==> config.mk <==
export PLATFORM = sky130hd
export DESIGN_NAME = scsa_top
export DESIGN_NICKNAME = d
export VERILOG_FILES = /design/src/inc/scsa_pkg.sv /design/src/hw/scsa_range_match.sv /design/src/hw/scsa_suspend_ctl.sv /design/src/hw/scsa_top.sv
export VERILOG_INCLUDE_DIRS = /design/src /design/src/inc
export SDC_FILE = /design/constraint.sdc
export NUM_CORES = 1
export LEC_CHECK = 0
export ABC_CLOCK_PERIOD_IN_PS = 2800
export BUFFER_PORTS_ARGS = -buffer_cell sky130_fd_sc_hd__buf_2
export CAP_MARGIN = 20
export CORE_MARGIN = 3
export CORE_UTILIZATION = 51
export CTS_CLUSTER_SIZE = 16
export DETAILED_ROUTE_END_ITERATION = 8
export GPL_ROUTABILITY_DRIVEN = 0
export PLACE_DENSITY_LB_ADDON = 0.1
export SLEW_MARGIN = 20
export SYNTH_ARGS = -nofsm -noshare
export SYNTH_HDL_FRONTEND = slang
export SYNTH_SLANG_ARGS = --single-unit
==> constraint.sdc <==
create_clock -name clk_sys -period 2.8 [get_ports clk_sys]
set_clock_uncertainty 0.05 [all_clocks]
set_input_delay 0.42 -clock clk_sys [delete_from_list [all_inputs] [get_ports clk_sys]]
set_output_delay 0.42 -clock clk_sys [all_outputs]
set_load 0.01 [all_outputs]
==> src/inc/scsa_defs.svh <==
// Register offsets, field positions, reset values and timing figures of the suspend block.
`ifndef SCSA_DEFS_SVH
`define SCSA_DEFS_SVH

`define SCSA_ADDR_TEN       16'h8504
`define SCSA_ADDR_CSTP      16'h8508
`define SCSA_ADDR_STATUS    16'h850c
`define SCSA_ADDR_BASE      16'h8510
`define SCSA_ADDR_MASK      16'h8514
`define SCSA_ADDR_IRQ_STAT  16'h8520
`define SCSA_ADDR_IRQ_CLR   16'h8524
`define SCSA_ADDR_IRQ_EN    16'h8528

`define SCSA_ST_VIDEO       7
`define SCSA_ST_CACHE       6
`define SCSA_ST_RANGE       1
`define SCSA_ST_USED        8'hc2

`define SCSA_TEN_CPU_EN     1
`define SCSA_TEN_CPU_RD     2
`define SCSA_TEN_FREQ_LO    3
`define SCSA_TEN_FREQ_HI    4
`define SCSA_TEN_WMASK      32'h0000001f
`define SCSA_CSTP_HALT      0
`define SCSA_CSTP_WMASK     32'h00000001
`define SCSA_MASK_RE        0
`define SCSA_MASK_WE        1
`define SCSA_ADDR_LO        2
`define SCSA_ADDR_HI        27
`define SCSA_BASE_WMASK     32'h0ffffffc
`define SCSA_MASK_WMASK     32'h0fffffff
`define SCSA_IRQ_WMASK      32'h0000000f

`define SCSA_IRQ_VIDEO      0
`define SCSA_IRQ_CACHE      1
`define SCSA_IRQ_RANGE      2
`define SCSA_IRQ_PACKET     3

`define SCSA_RST_REG        32'h00000000
`define SCSA_RST_STATUS     8'h00
`define SCSA_RST_IRQ        4'h0

`define SCSA_FREQ_OFF       2'b00
`define SCSA_FREQ_1         2'b01
`define SCSA_FREQ_5         2'b10
`define SCSA_FREQ_10        2'b11

`define SCSA_RESP_OKAY      2'b00
`define SCSA_RESP_SLVERR    2'b10

`define SCSA_CLK_MHZ        250
`define SCSA_INT1_US        1000
`define SCSA_INT5_US        5000
`define SCSA_INT10_US       10000

`endif

==> src/inc/scsa_pkg.sv <==
// Types shared by the suspend and activity status block.
package scsa_pkg;

	typedef struct packed {
		logic [15:0] awaddr;
		logic        awvalid;
		logic [31:0] wdata;
		logic [3:0]  wstrb;
		logic        wvalid;
		logic        bready;
		logic [15:0] araddr;
		logic        arvalid;
		logic        rready;
	} scsa_axil_req_t;

	typedef struct packed {
		logic        awready;
		logic        wready;
		logic        bvalid;
		logic [1:0]  bresp;
		logic        arready;
		logic        rvalid;
		logic [31:0] rdata;
		logic [1:0]  rresp;
	} scsa_axil_rsp_t;

	typedef enum logic {SCSA_RUN, SCSA_SUSPEND_REQUEST_N} scsa_suspend_request_n_state_t;

endpackage

==> src/hw/scsa_range_match.sv <==
// Programmable memory range compare with per-bit mask and cycle type gating.
`timescale 1ns/10ps
`default_nettype none
module scsa_range_match #(
	parameter int unsigned AW = 26
) (
	input  wire logic [AW-1:0] base,
	input  wire logic [AW-1:0] mask,
	input  wire logic [AW-1:0] addr,
	input  wire logic          access_valid,
	input  wire logic          access_write,
	input  wire logic          read_enable,
	input  wire logic          write_enable,
	output logic               hit
);
	if (AW < 1 || AW > 30) begin : g_bad_aw
		$error("scsa_range_match: AW must lie in 1..30");
	end

	logic [AW-1:0] bit_ok;
	logic          type_ok;

	// A set mask bit makes that position always compare, so any base is usable.
	for (genvar i = 0; i < AW; i++) begin : g_bit
		assign bit_ok[i] = mask[i] | ~(base[i] ^ addr[i]);
	end

	// Only the enabled cycle types may report a hit.
	assign type_ok = access_write ? write_enable : read_enable;
	assign hit     = access_valid & type_ok & (&bit_ok);
endmodule // scsa_range_match
`default_nettype wire

==> src/hw/scsa_suspend_ctl.sv <==
// Suspend request and acknowledge handshake with clock-stop mode selection.
`timescale 1ns/10ps
`default_nettype none
module scsa_suspend_ctl
	import scsa_pkg::*;
(
	input  wire logic clk_sys,
	input  wire logic arst_n,
	input  wire logic suspend_request_n,
	input  wire logic clock_halt_select,
	output logic      suspend_ack_n,
	output logic      mem_clk_en,
	output logic      disp_clk_en,
	output logic      system_clock_in_stop_ok
);
	logic             req_meta;
	logic             req_sync;
	scsa_suspend_request_n_state_t state;
	scsa_suspend_request_n_state_t next_state;
	logic             halt_mode;
	logic             next_halt_mode;
	logic             next_ack_n;
	logic             next_clk_en;
	logic             next_stop_ok;

	// The pin is asynchronous, so it passes two flops before the state logic sees it.
	always_ff @(posedge clk_sys or negedge arst_n) begin
		if (!arst_n) begin
			req_meta <= 1'b0;
			req_sync <= 1'b0;
		end else begin
			req_meta <= ~suspend_request_n;
			req_sync <= req_meta;
		end
	end

	// The mode is frozen at entry so a change in suspend cannot stop clocks late.
	always_comb begin
		next_state     = state;
		next_halt_mode = halt_mode;
		case (state)
			SCSA_RUN: begin
				next_halt_mode = clock_halt_select;
				if (req_sync) begin
					next_state = SCSA_SUSPEND_REQUEST_N;
				end
			end
			SCSA_SUSPEND_REQUEST_N: begin
				if (!req_sync) begin
					next_state = SCSA_RUN;
				end
			end
			default: begin
				next_state = SCSA_RUN;
			end
		endcase
		next_ack_n   = (next_state != SCSA_SUSPEND_REQUEST_N);
		next_stop_ok = (next_state == SCSA_SUSPEND_REQUEST_N) && next_halt_mode;
		next_clk_en  = !next_stop_ok;
	end

	// Outputs are registered so the acknowledge never glitches at the pin.
	always_ff @(posedge clk_sys or negedge arst_n) begin
		if (!arst_n) begin
			state          <= SCSA_RUN;
			halt_mode      <= 1'b0;
			suspend_ack_n  <= 1'b1;
			mem_clk_en     <= 1'b1;
			disp_clk_en    <= 1'b1;
			system_clock_in_stop_ok <= 1'b0;
		end else begin
			state          <= next_state;
			halt_mode      <= next_halt_mode;
			suspend_ack_n  <= next_ack_n;
			mem_clk_en     <= next_clk_en;
			disp_clk_en    <= next_clk_en;
			system_clock_in_stop_ok <= next_stop_ok;
		end
	end
endmodule // scsa_suspend_ctl
`default_nettype wire

==> src/hw/scsa_top.sv <==
// Suspend handshake, activity status snapshot, packet pacing and AXI4-Lite registers.
`timescale 1ns/10ps
`default_nettype none
`include "scsa_defs.svh"
module scsa_top #(
	parameter int unsigned CYC_1MS  = `SCSA_INT1_US * `SCSA_CLK_MHZ,
	parameter int unsigned CYC_5MS  = `SCSA_INT5_US * `SCSA_CLK_MHZ,
	parameter int unsigned CYC_10MS = `SCSA_INT10_US * `SCSA_CLK_MHZ
) (
	input  wire logic                    clk_sys,
	input  wire logic                    arst_n,
	input  wire scsa_pkg::scsa_axil_req_t axil_req,
	output scsa_pkg::scsa_axil_rsp_t     axil_rsp,
	input  wire logic                    suspend_request_n,
	output logic                         suspend_ack_n,
	output logic                         mem_clk_en,
	output logic                         disp_clk_en,
	output logic                         system_clock_in_stop_ok,
	input  wire logic                    vertical_interrupt_flag,
	input  wire logic                    miss_valid,
	input  wire logic                    miss_ifetch,
	input  wire logic                    miss_write,
	input  wire logic                    mem_valid,
	input  wire logic                    mem_write,
	input  wire logic [31:0]             mem_addr,
	output logic                         packet_strobe,
	output logic [7:0]                   packet_data,
	output logic                         irq
);
	import scsa_pkg::*;

	if (CYC_1MS < 2 || CYC_5MS < 2 || CYC_10MS < 2) begin : g_bad_cyc
		$error("scsa_top: interval counts must be at least 2 cycles");
	end

	localparam int AHI = `SCSA_ADDR_HI;
	localparam int ALO = `SCSA_ADDR_LO;

	logic [31:0] transmit_enable_control;
	logic [31:0] clock_halt_cfg;
	logic [31:0] range_base;
	logic [31:0] range_mask;
	logic [7:0]  serial_packet_status;
	logic [3:0]  irq_status;
	logic [3:0]  irq_enable;
	logic [31:0] next_ten;
	logic [31:0] next_cstp;
	logic [31:0] next_base;
	logic [31:0] next_mask;
	logic [7:0]  next_status;
	logic [3:0]  next_irq_status;
	logic [3:0]  next_irq_enable;
	logic [3:0]  irq_clear;
	logic        aw_held;
	logic        w_held;
	logic [15:0] aw_addr;
	logic [31:0] w_data;
	logic [3:0]  w_strb;
	logic        next_aw_held;
	logic        next_w_held;
	logic [15:0] next_aw_addr;
	logic [31:0] next_w_data;
	logic [3:0]  next_w_strb;
	logic        bvalid;
	logic [1:0]  bresp;
	logic        next_bvalid;
	logic [1:0]  next_bresp;
	logic        rvalid;
	logic [31:0] rdata;
	logic [1:0]  rresp;
	logic        next_rvalid;
	logic [31:0] next_rdata;
	logic [1:0]  next_rresp;
	logic        rd_status;
	logic        next_rd_status;
	logic        do_write;
	logic        range_hit;
	logic        video_set;
	logic        cache_set;
	logic [7:0]  status_set;
	logic [31:0] interval_cnt;
	logic [31:0] next_interval_cnt;
	logic [31:0] interval_len;
	logic        send_now;
	logic        next_packet_strobe;
	logic [7:0]  next_packet_data;
	logic [1:0]  freq_sel;

	// Byte strobes select which lanes of a writable register take new data.
	function automatic logic [31:0] merge(input logic [31:0] old, input logic [31:0] val,
			input logic [3:0] strb, input logic [31:0] wmask);
		logic [31:0] res;
		res = old;
		for (int b = 0; b < 4; b++) begin
			if (strb[b]) begin
				res[b*8 +: 8] = val[b*8 +: 8];
			end
		end
		return res & wmask;
	endfunction

	scsa_suspend_ctl u_suspend (
		.clk_sys           (clk_sys),
		.arst_n            (arst_n),
		.suspend_request_n (suspend_request_n),
		.clock_halt_select (clock_halt_cfg[`SCSA_CSTP_HALT]),
		.suspend_ack_n     (suspend_ack_n),
		.mem_clk_en        (mem_clk_en),
		.disp_clk_en       (disp_clk_en),
		.system_clock_in_stop_ok    (system_clock_in_stop_ok)
	);

	scsa_range_match #(.AW(AHI - ALO + 1)) u_range (
		.base         (range_base[AHI:ALO]),
		.mask         (range_mask[AHI:ALO]),
		.addr         (mem_addr[AHI:ALO]),
		.access_valid (mem_valid),
		.access_write (mem_write),
		.read_enable  (range_mask[`SCSA_MASK_RE]),
		.write_enable (range_mask[`SCSA_MASK_WE]),
		.hit          (range_hit)
	);

	// Event sources feeding the status snapshot.
	assign video_set = vertical_interrupt_flag;
	assign cache_set = miss_valid && !miss_ifetch && transmit_enable_control[`SCSA_TEN_CPU_EN]
		&& (miss_write || transmit_enable_control[`SCSA_TEN_CPU_RD]);
	assign status_set = {video_set, cache_set, 4'h0, range_hit, 1'b0} & `SCSA_ST_USED;

	// Interval pacing: a packet goes out only once something has accumulated.
	assign freq_sel = transmit_enable_control[`SCSA_TEN_FREQ_HI:`SCSA_TEN_FREQ_LO];
	always_comb begin
		case (freq_sel)
			`SCSA_FREQ_1:  interval_len = CYC_1MS;
			`SCSA_FREQ_5:  interval_len = CYC_5MS;
			`SCSA_FREQ_10: interval_len = CYC_10MS;
			default:       interval_len = 32'h00000000;
		endcase
		send_now          = 1'b0;
		next_interval_cnt = interval_cnt;
		if (freq_sel == `SCSA_FREQ_OFF) begin
			next_interval_cnt = 32'h00000000;
		end else if (interval_cnt >= interval_len - 32'h00000001) begin
			if (serial_packet_status != `SCSA_RST_STATUS) begin
				send_now          = 1'b1;
				next_interval_cnt = 32'h00000000;
			end
		end else begin
			next_interval_cnt = interval_cnt + 32'h00000001;
		end
		next_packet_strobe = send_now;
		next_packet_data   = send_now ? serial_packet_status : packet_data;
	end

	always_ff @(posedge clk_sys or negedge arst_n) begin
		if (!arst_n) begin
			interval_cnt  <= 32'h00000000;
			packet_strobe <= 1'b0;
			packet_data   <= `SCSA_RST_STATUS;
		end else begin
			interval_cnt  <= next_interval_cnt;
			packet_strobe <= next_packet_strobe;
			packet_data   <= next_packet_data;
		end
	end

	// Bus handshake: address and data are taken in either order, answered together.
	assign axil_rsp.awready = !aw_held && !bvalid;
	assign axil_rsp.wready  = !w_held && !bvalid;
	assign axil_rsp.arready = !rvalid;
	assign axil_rsp.bvalid  = bvalid;
	assign axil_rsp.bresp   = bresp;
	assign axil_rsp.rvalid  = rvalid;
	assign axil_rsp.rdata   = rdata;
	assign axil_rsp.rresp   = rresp;
	assign do_write = aw_held && w_held && !bvalid;

	// Register file next state; hardware sets win over any clear in the same cycle.
	always_comb begin
		next_aw_held    = aw_held;
		next_w_held     = w_held;
		next_aw_addr    = aw_addr;
		next_w_data     = w_data;
		next_w_strb     = w_strb;
		next_bvalid     = bvalid;
		next_bresp      = bresp;
		next_ten        = transmit_enable_control;
		next_cstp       = clock_halt_cfg;
		next_base       = range_base;
		next_mask       = range_mask;
		next_irq_enable = irq_enable;
		irq_clear       = 4'h0;
		if (axil_req.awvalid && axil_rsp.awready) begin
			next_aw_held = 1'b1;
			next_aw_addr = axil_req.awaddr;
		end
		if (axil_req.wvalid && axil_rsp.wready) begin
			next_w_held = 1'b1;
			next_w_data = axil_req.wdata;
			next_w_strb = axil_req.wstrb;
		end
		if (bvalid && axil_req.bready) begin
			next_bvalid = 1'b0;
		end
		if (do_write) begin
			next_aw_held = 1'b0;
			next_w_held  = 1'b0;
			next_bvalid  = 1'b1;
			next_bresp   = `SCSA_RESP_OKAY;
			case ({aw_addr[15:2], 2'b00})
				`SCSA_ADDR_TEN:    next_ten  = merge(transmit_enable_control, w_data, w_strb,
					`SCSA_TEN_WMASK);
				`SCSA_ADDR_CSTP:   next_cstp = merge(clock_halt_cfg, w_data, w_strb,
					`SCSA_CSTP_WMASK);
				`SCSA_ADDR_BASE:   next_base = merge(range_base, w_data, w_strb,
					`SCSA_BASE_WMASK);
				`SCSA_ADDR_MASK:   next_mask = merge(range_mask, w_data, w_strb,
					`SCSA_MASK_WMASK);
				`SCSA_ADDR_IRQ_EN: next_irq_enable = 4'(merge(32'(irq_enable), w_data,
					w_strb, `SCSA_IRQ_WMASK));
				`SCSA_ADDR_IRQ_CLR: irq_clear = 4'(merge(32'h0, w_data, w_strb,
					`SCSA_IRQ_WMASK));
				default:           next_bresp = `SCSA_RESP_SLVERR;
			endcase
		end
		next_status = (send_now ? `SCSA_RST_STATUS : serial_packet_status) | status_set;
		next_irq_status = (irq_status & ~irq_clear)
			| {send_now, range_hit, cache_set, video_set};
	end

	always_ff @(posedge clk_sys or negedge arst_n) begin
		if (!arst_n) begin
			aw_held                 <= 1'b0;
			w_held                  <= 1'b0;
			aw_addr                 <= 16'h0000;
			w_data                  <= 32'h00000000;
			w_strb                  <= 4'h0;
			bvalid                  <= 1'b0;
			bresp                   <= `SCSA_RESP_OKAY;
			transmit_enable_control <= `SCSA_RST_REG;
			clock_halt_cfg          <= `SCSA_RST_REG;
			range_base              <= `SCSA_RST_REG;
			range_mask              <= `SCSA_RST_REG;
			irq_enable              <= `SCSA_RST_IRQ;
			irq_status              <= `SCSA_RST_IRQ;
			serial_packet_status    <= `SCSA_RST_STATUS;
		end else begin
			aw_held                 <= next_aw_held;
			w_held                  <= next_w_held;
			aw_addr                 <= next_aw_addr;
			w_data                  <= next_w_data;
			w_strb                  <= next_w_strb;
			bvalid                  <= next_bvalid;
			bresp                   <= next_bresp;
			transmit_enable_control <= next_ten;
			clock_halt_cfg          <= next_cstp;
			range_base              <= next_base;
			range_mask              <= next_mask;
			irq_enable              <= next_irq_enable;
			irq_status              <= next_irq_status;
			serial_packet_status    <= next_status;
		end
	end

	// Read channel; the upper status bits are simply not stored, so they read zero.
	always_comb begin
		next_rvalid    = rvalid;
		next_rdata     = rdata;
		next_rresp     = rresp;
		next_rd_status = rd_status;
		if (rvalid && axil_req.rready) begin
			next_rvalid = 1'b0;
		end
		if (axil_req.arvalid && axil_rsp.arready) begin
			next_rvalid    = 1'b1;
			next_rresp     = `SCSA_RESP_OKAY;
			next_rd_status = 1'b0;
			case ({axil_req.araddr[15:2], 2'b00})
				`SCSA_ADDR_TEN:      next_rdata = transmit_enable_control;
				`SCSA_ADDR_CSTP:     next_rdata = clock_halt_cfg;
				`SCSA_ADDR_STATUS: begin
					next_rdata     = {24'h000000, serial_packet_status};
					next_rd_status = 1'b1;
				end
				`SCSA_ADDR_BASE:     next_rdata = range_base;
				`SCSA_ADDR_MASK:     next_rdata = range_mask;
				`SCSA_ADDR_IRQ_STAT: next_rdata = {28'h0000000, irq_status};
				`SCSA_ADDR_IRQ_EN:   next_rdata = {28'h0000000, irq_enable};
				default: begin
					next_rdata = 32'h00000000;
					next_rresp = `SCSA_RESP_SLVERR;
				end
			endcase
		end
	end

	always_ff @(posedge clk_sys or negedge arst_n) begin
		if (!arst_n) begin
			rvalid    <= 1'b0;
			rdata     <= 32'h00000000;
			rresp     <= `SCSA_RESP_OKAY;
			rd_status <= 1'b0;
			irq       <= 1'b0;
		end else begin
			rvalid    <= next_rvalid;
			rdata     <= next_rdata;
			rresp     <= next_rresp;
			rd_status <= next_rd_status;
			irq       <= |(next_irq_status & next_irq_enable);
		end
	end
endmodule // scsa_top
`default_nettype wire

==> impl_metrics.env <==
export IMPL_clk_latency_ns=0.44
export IMPL_setup_violations=31
export IMPL_final_nets=1178
export IMPL_worst_pin_slew_ns=0.642
export IMPL_p_leak_nw=5.83
export IMPL_synth_edff_count=0
export IMPL_core_region_area_um2=18300
export IMPL_antenna_found_initial=3
export IMPL_path_class="reg -> reg"
export IMPL_grt_overflow=0
export IMPL_antenna_left=0
export IMPL_ys_seq_elements=195
export IMPL_synth_yosys_seq_area_share=0.503
export IMPL_drive_gt1_frac=0.378
export IMPL_layout_commonest_cell="dfrtp_1"
export IMPL_hp_class="in -> reg"
export IMPL_synth_warnings=0
export IMPL_path_max_fanout=8
export IMPL_num_fill_cells=1378
export IMPL_timing_fmax_ghz=0.333
export IMPL_violations="negative setup slack"
export IMPL_cts_root_buf="clkbuf_16"
export IMPL_end_kind="flip-flop"
export IMPL_holdPathEnd="u_suspend.req_meta$_DFF_PN0_"
export IMPL_first_global_vias=6964
export IMPL_grt_first_pass_wirelength_um=36600
export IMPL_setup_ws_ns=-0.206
export IMPL_die_y_um=144
export IMPL_clkTransAtPathRegs_ns=0.08
export IMPL_finalCriticalPeriod_ns=3.01
export IMPL_drtIter0Drc=520
export IMPL_r2r_end="interval_cnt[6]$_DFFE_PN0P_"
export IMPL_numClockSinks=195
export IMPL_drc=0
export IMPL_viasPerCell=5.76
export IMPL_finalHoldViolations=0
export IMPL_powerDensity_nw_per_um2=574
export IMPL_reg2reg_depth=15
export IMPL_fin_tns_setup_ns=-4.26
export IMPL_htreeDepth=4
export IMPL_rsz0062_at_grt="true"
export IMPL_critPathLaunchType="flip-flop"
export IMPL_holdPathStages=2
export IMPL_post_drt_wl_per_cell_um=19.3
export IMPL_cts_tree="built"
export IMPL_pre_cts_slack_ns=-0.246
export IMPL_io_pins=169
export IMPL_clockBufferDepth=2
export IMPL_required_ns=3.09
export IMPL_dr_pass1_iters=5
export IMPL_port_buffers=143
export IMPL_track_usage=0.228
export IMPL_hold_slack_ns=0.0557
export IMPL_worstHoldStart="suspend_request_n"
export IMPL_area_growth_pct=25.7
export IMPL_synth_flop_cell="dfrtp_1"
export IMPL_r2r_start="transmit_enable_control[3]$_DFFE_PN0P_"
export IMPL_cp_arrival_ns=3.30
export IMPL_drv_cap=0
export IMPL_die_x_um=144
export IMPL_cts_buffers=17
export IMPL_syn_area_um2=9700
export IMPL_vias=7351
export IMPL_post_route_period_util=1.07
export IMPL_start_util=0.529
export IMPL_dpl_hpwl_um=16400
export IMPL_status="finished, violations left"
export IMPL_layout_common_cells="dfrtp_1, buf_2, mux2_2"
export IMPL_ir_drop_uv=481
export IMPL_slew_viol_final=0
export IMPL_postSynthCellCount=843
export IMPL_slew_headroom=0.572
export IMPL_reg2reg_slack_ns=-0.21
export IMPL_async_flop_share=1.00
export IMPL_synth_distinct_cells=67
export IMPL_avgSynthCellArea_um2=11.5
export IMPL_grt_max_degree=64
export IMPL_rows=49
export IMPL_fp_dieArea_um2=20700
export IMPL_detail_route_wirelength_um=24700
worst max-delay path by stage:
stage	start	endpoint	slack (ns)
finish	transmit_enable_control[3]$_DFFE_PN0P_	interval_cnt[6]$_DFFE_PN0P_	-0.21
global route	transmit_enable_control[4]$_DFFE_PN0P_	interval_cnt[6]$_DFFE_PN0P_	-0.38
detailed placement	transmit_enable_control[3]$_DFFE_PN0P_	interval_cnt[23]$_DFFE_PN0P_	-0.25
global placement	transmit_enable_control[3]$_DFFE_PN0P_	interval_cnt[23]$_DFFE_PN0P_	-0.11
floorplan	transmit_enable_control[4]$_DFFE_PN0P_	interval_cnt[18]$_DFFE_PN0P_	0.0006
CTS	transmit_enable_control[3]$_DFFE_PN0P_	interval_cnt[23]$_DFFE_PN0P_	-0.11
final cells by class:
class                   count  area, um^2  share of cell area
clock inverters            14         171              0.0141
inverters                  22        86.3             0.00708
flip-flops and latches    195        4880               0.400
diodes                      4        10.0            0.000821
well taps                 229         287              0.0235
repair buffers            202        1400               0.115
clock buffers              18         439              0.0360
multi-input cells         593        4920               0.403
critical path: stages, from the launching register on:
cell and delay (ns):
dfrtp_1 0.40, inv_2 0.10, ha_4 0.17, clkinvlp_4 0.13
buf_6 0.16, buf_6 0.12, ha_4 0.25, nand2_2 0.05
nor3_2 0.17, buf_4 0.17, o21ai_4 0.08, and2_4 0.18
a211oi_4 0.39, buf_6 0.24, a21oi_2 0.05, mux2i_1 0.19
layer usage:
| metal | up-vias | part of all wire | global-route usage |
|---|---|---|---|
| met4 | 2 | 0.014 | 0.0629 |
| met5 | - | 0.00073 | 0 |
| li1 | 3458 | - | - |
| met1 | 3630 | 0.45 | 0.328 |
| met3 | 30 | 0.063 | 0.0502 |
| met2 | 231 | 0.47 | 0.350 |
registers in the layout, summed over array words and instances, names as in the netlist, 3 cells and up:
name / cells
irq_status: 4
aw_addr: 14
range_mask: 28
w_data: 28
w_strb: 4
interval_cnt: 32
transmit_enable_control: 5
serial_packet_status: 3
packet_data: 3
range_base: 26
irq_enable: 4
rdata: 28
synthesized netlist by cell type, types with 11 or more instances:
library cell	instances	share of area
buf_4	18	0.014
inv_1	22	0.0085
nand4_1	20	0.013
nand3_1	24	0.012
ha_1	33	0.043
o22ai_1	11	0.0071
a221o_1	11	0.011
dfrtp_1	193	0.50
a22o_1	13	0.012
mux2i_1	42	0.043
mux2_2	90	0.10
nand2_1	80	0.031
mux2_1	19	0.022
a21oi_1	33	0.017
nor2_1	34	0.013
and3_1	13	0.0084
xnor2_1	29	0.026
clkbuf_1	15	0.0058
o21ai_0	40	0.021
report_power, final:
part           internal, mW  switching, mW  total, mW
sequential             3.20          0.331       3.53
combinational         0.535          0.437      0.972
clock                  1.24           1.25       2.50
logic make-up after synthesis:
| kind of cell | count (synthesis) | synth area share |
|---|---|---|
| AOI/OAI and AO/OA | 145 | 0.0991 |
| and+or+nand+nor | 223 | 0.122 |
| other | 1 | 0.000387 |
| xor gates and xnor gates | 30 | 0.0271 |
| adders and majority gates | 33 | 0.0426 |
| buffers and inverters | 65 | 0.0353 |
| muxes | 151 | 0.170 |
| DFF | 195 | 0.503 |
timing repair:
action | CTS | global route
endpoints found under the hold margin | 55 | 0
cloned | 2 | 4
resized for setup | 20 | 73
buffers inserted | 10 | 4
hold buffers | 1 | 0
endpoints found under the setup margin | 36 | 41
pin swaps | 11 | 33
metrics by stage:
stage | util | power (mW) | std cells | cell area [um^2]
after floorplan | - | 4.18 | 853 | 9740
after global placement | 0.591 | 4.52 | 1220 | 10800
after detailed placement | 0.591 | 4.56 | 1220 | 10800
after CTS | 0.636 | 7.06 | 1265 | 11700
after global routing | 0.665 | 7.32 | 1275 | 12200
final | 0.665 | 6.99 | 1277 | 12200
(Power assumes the default switching activity.)
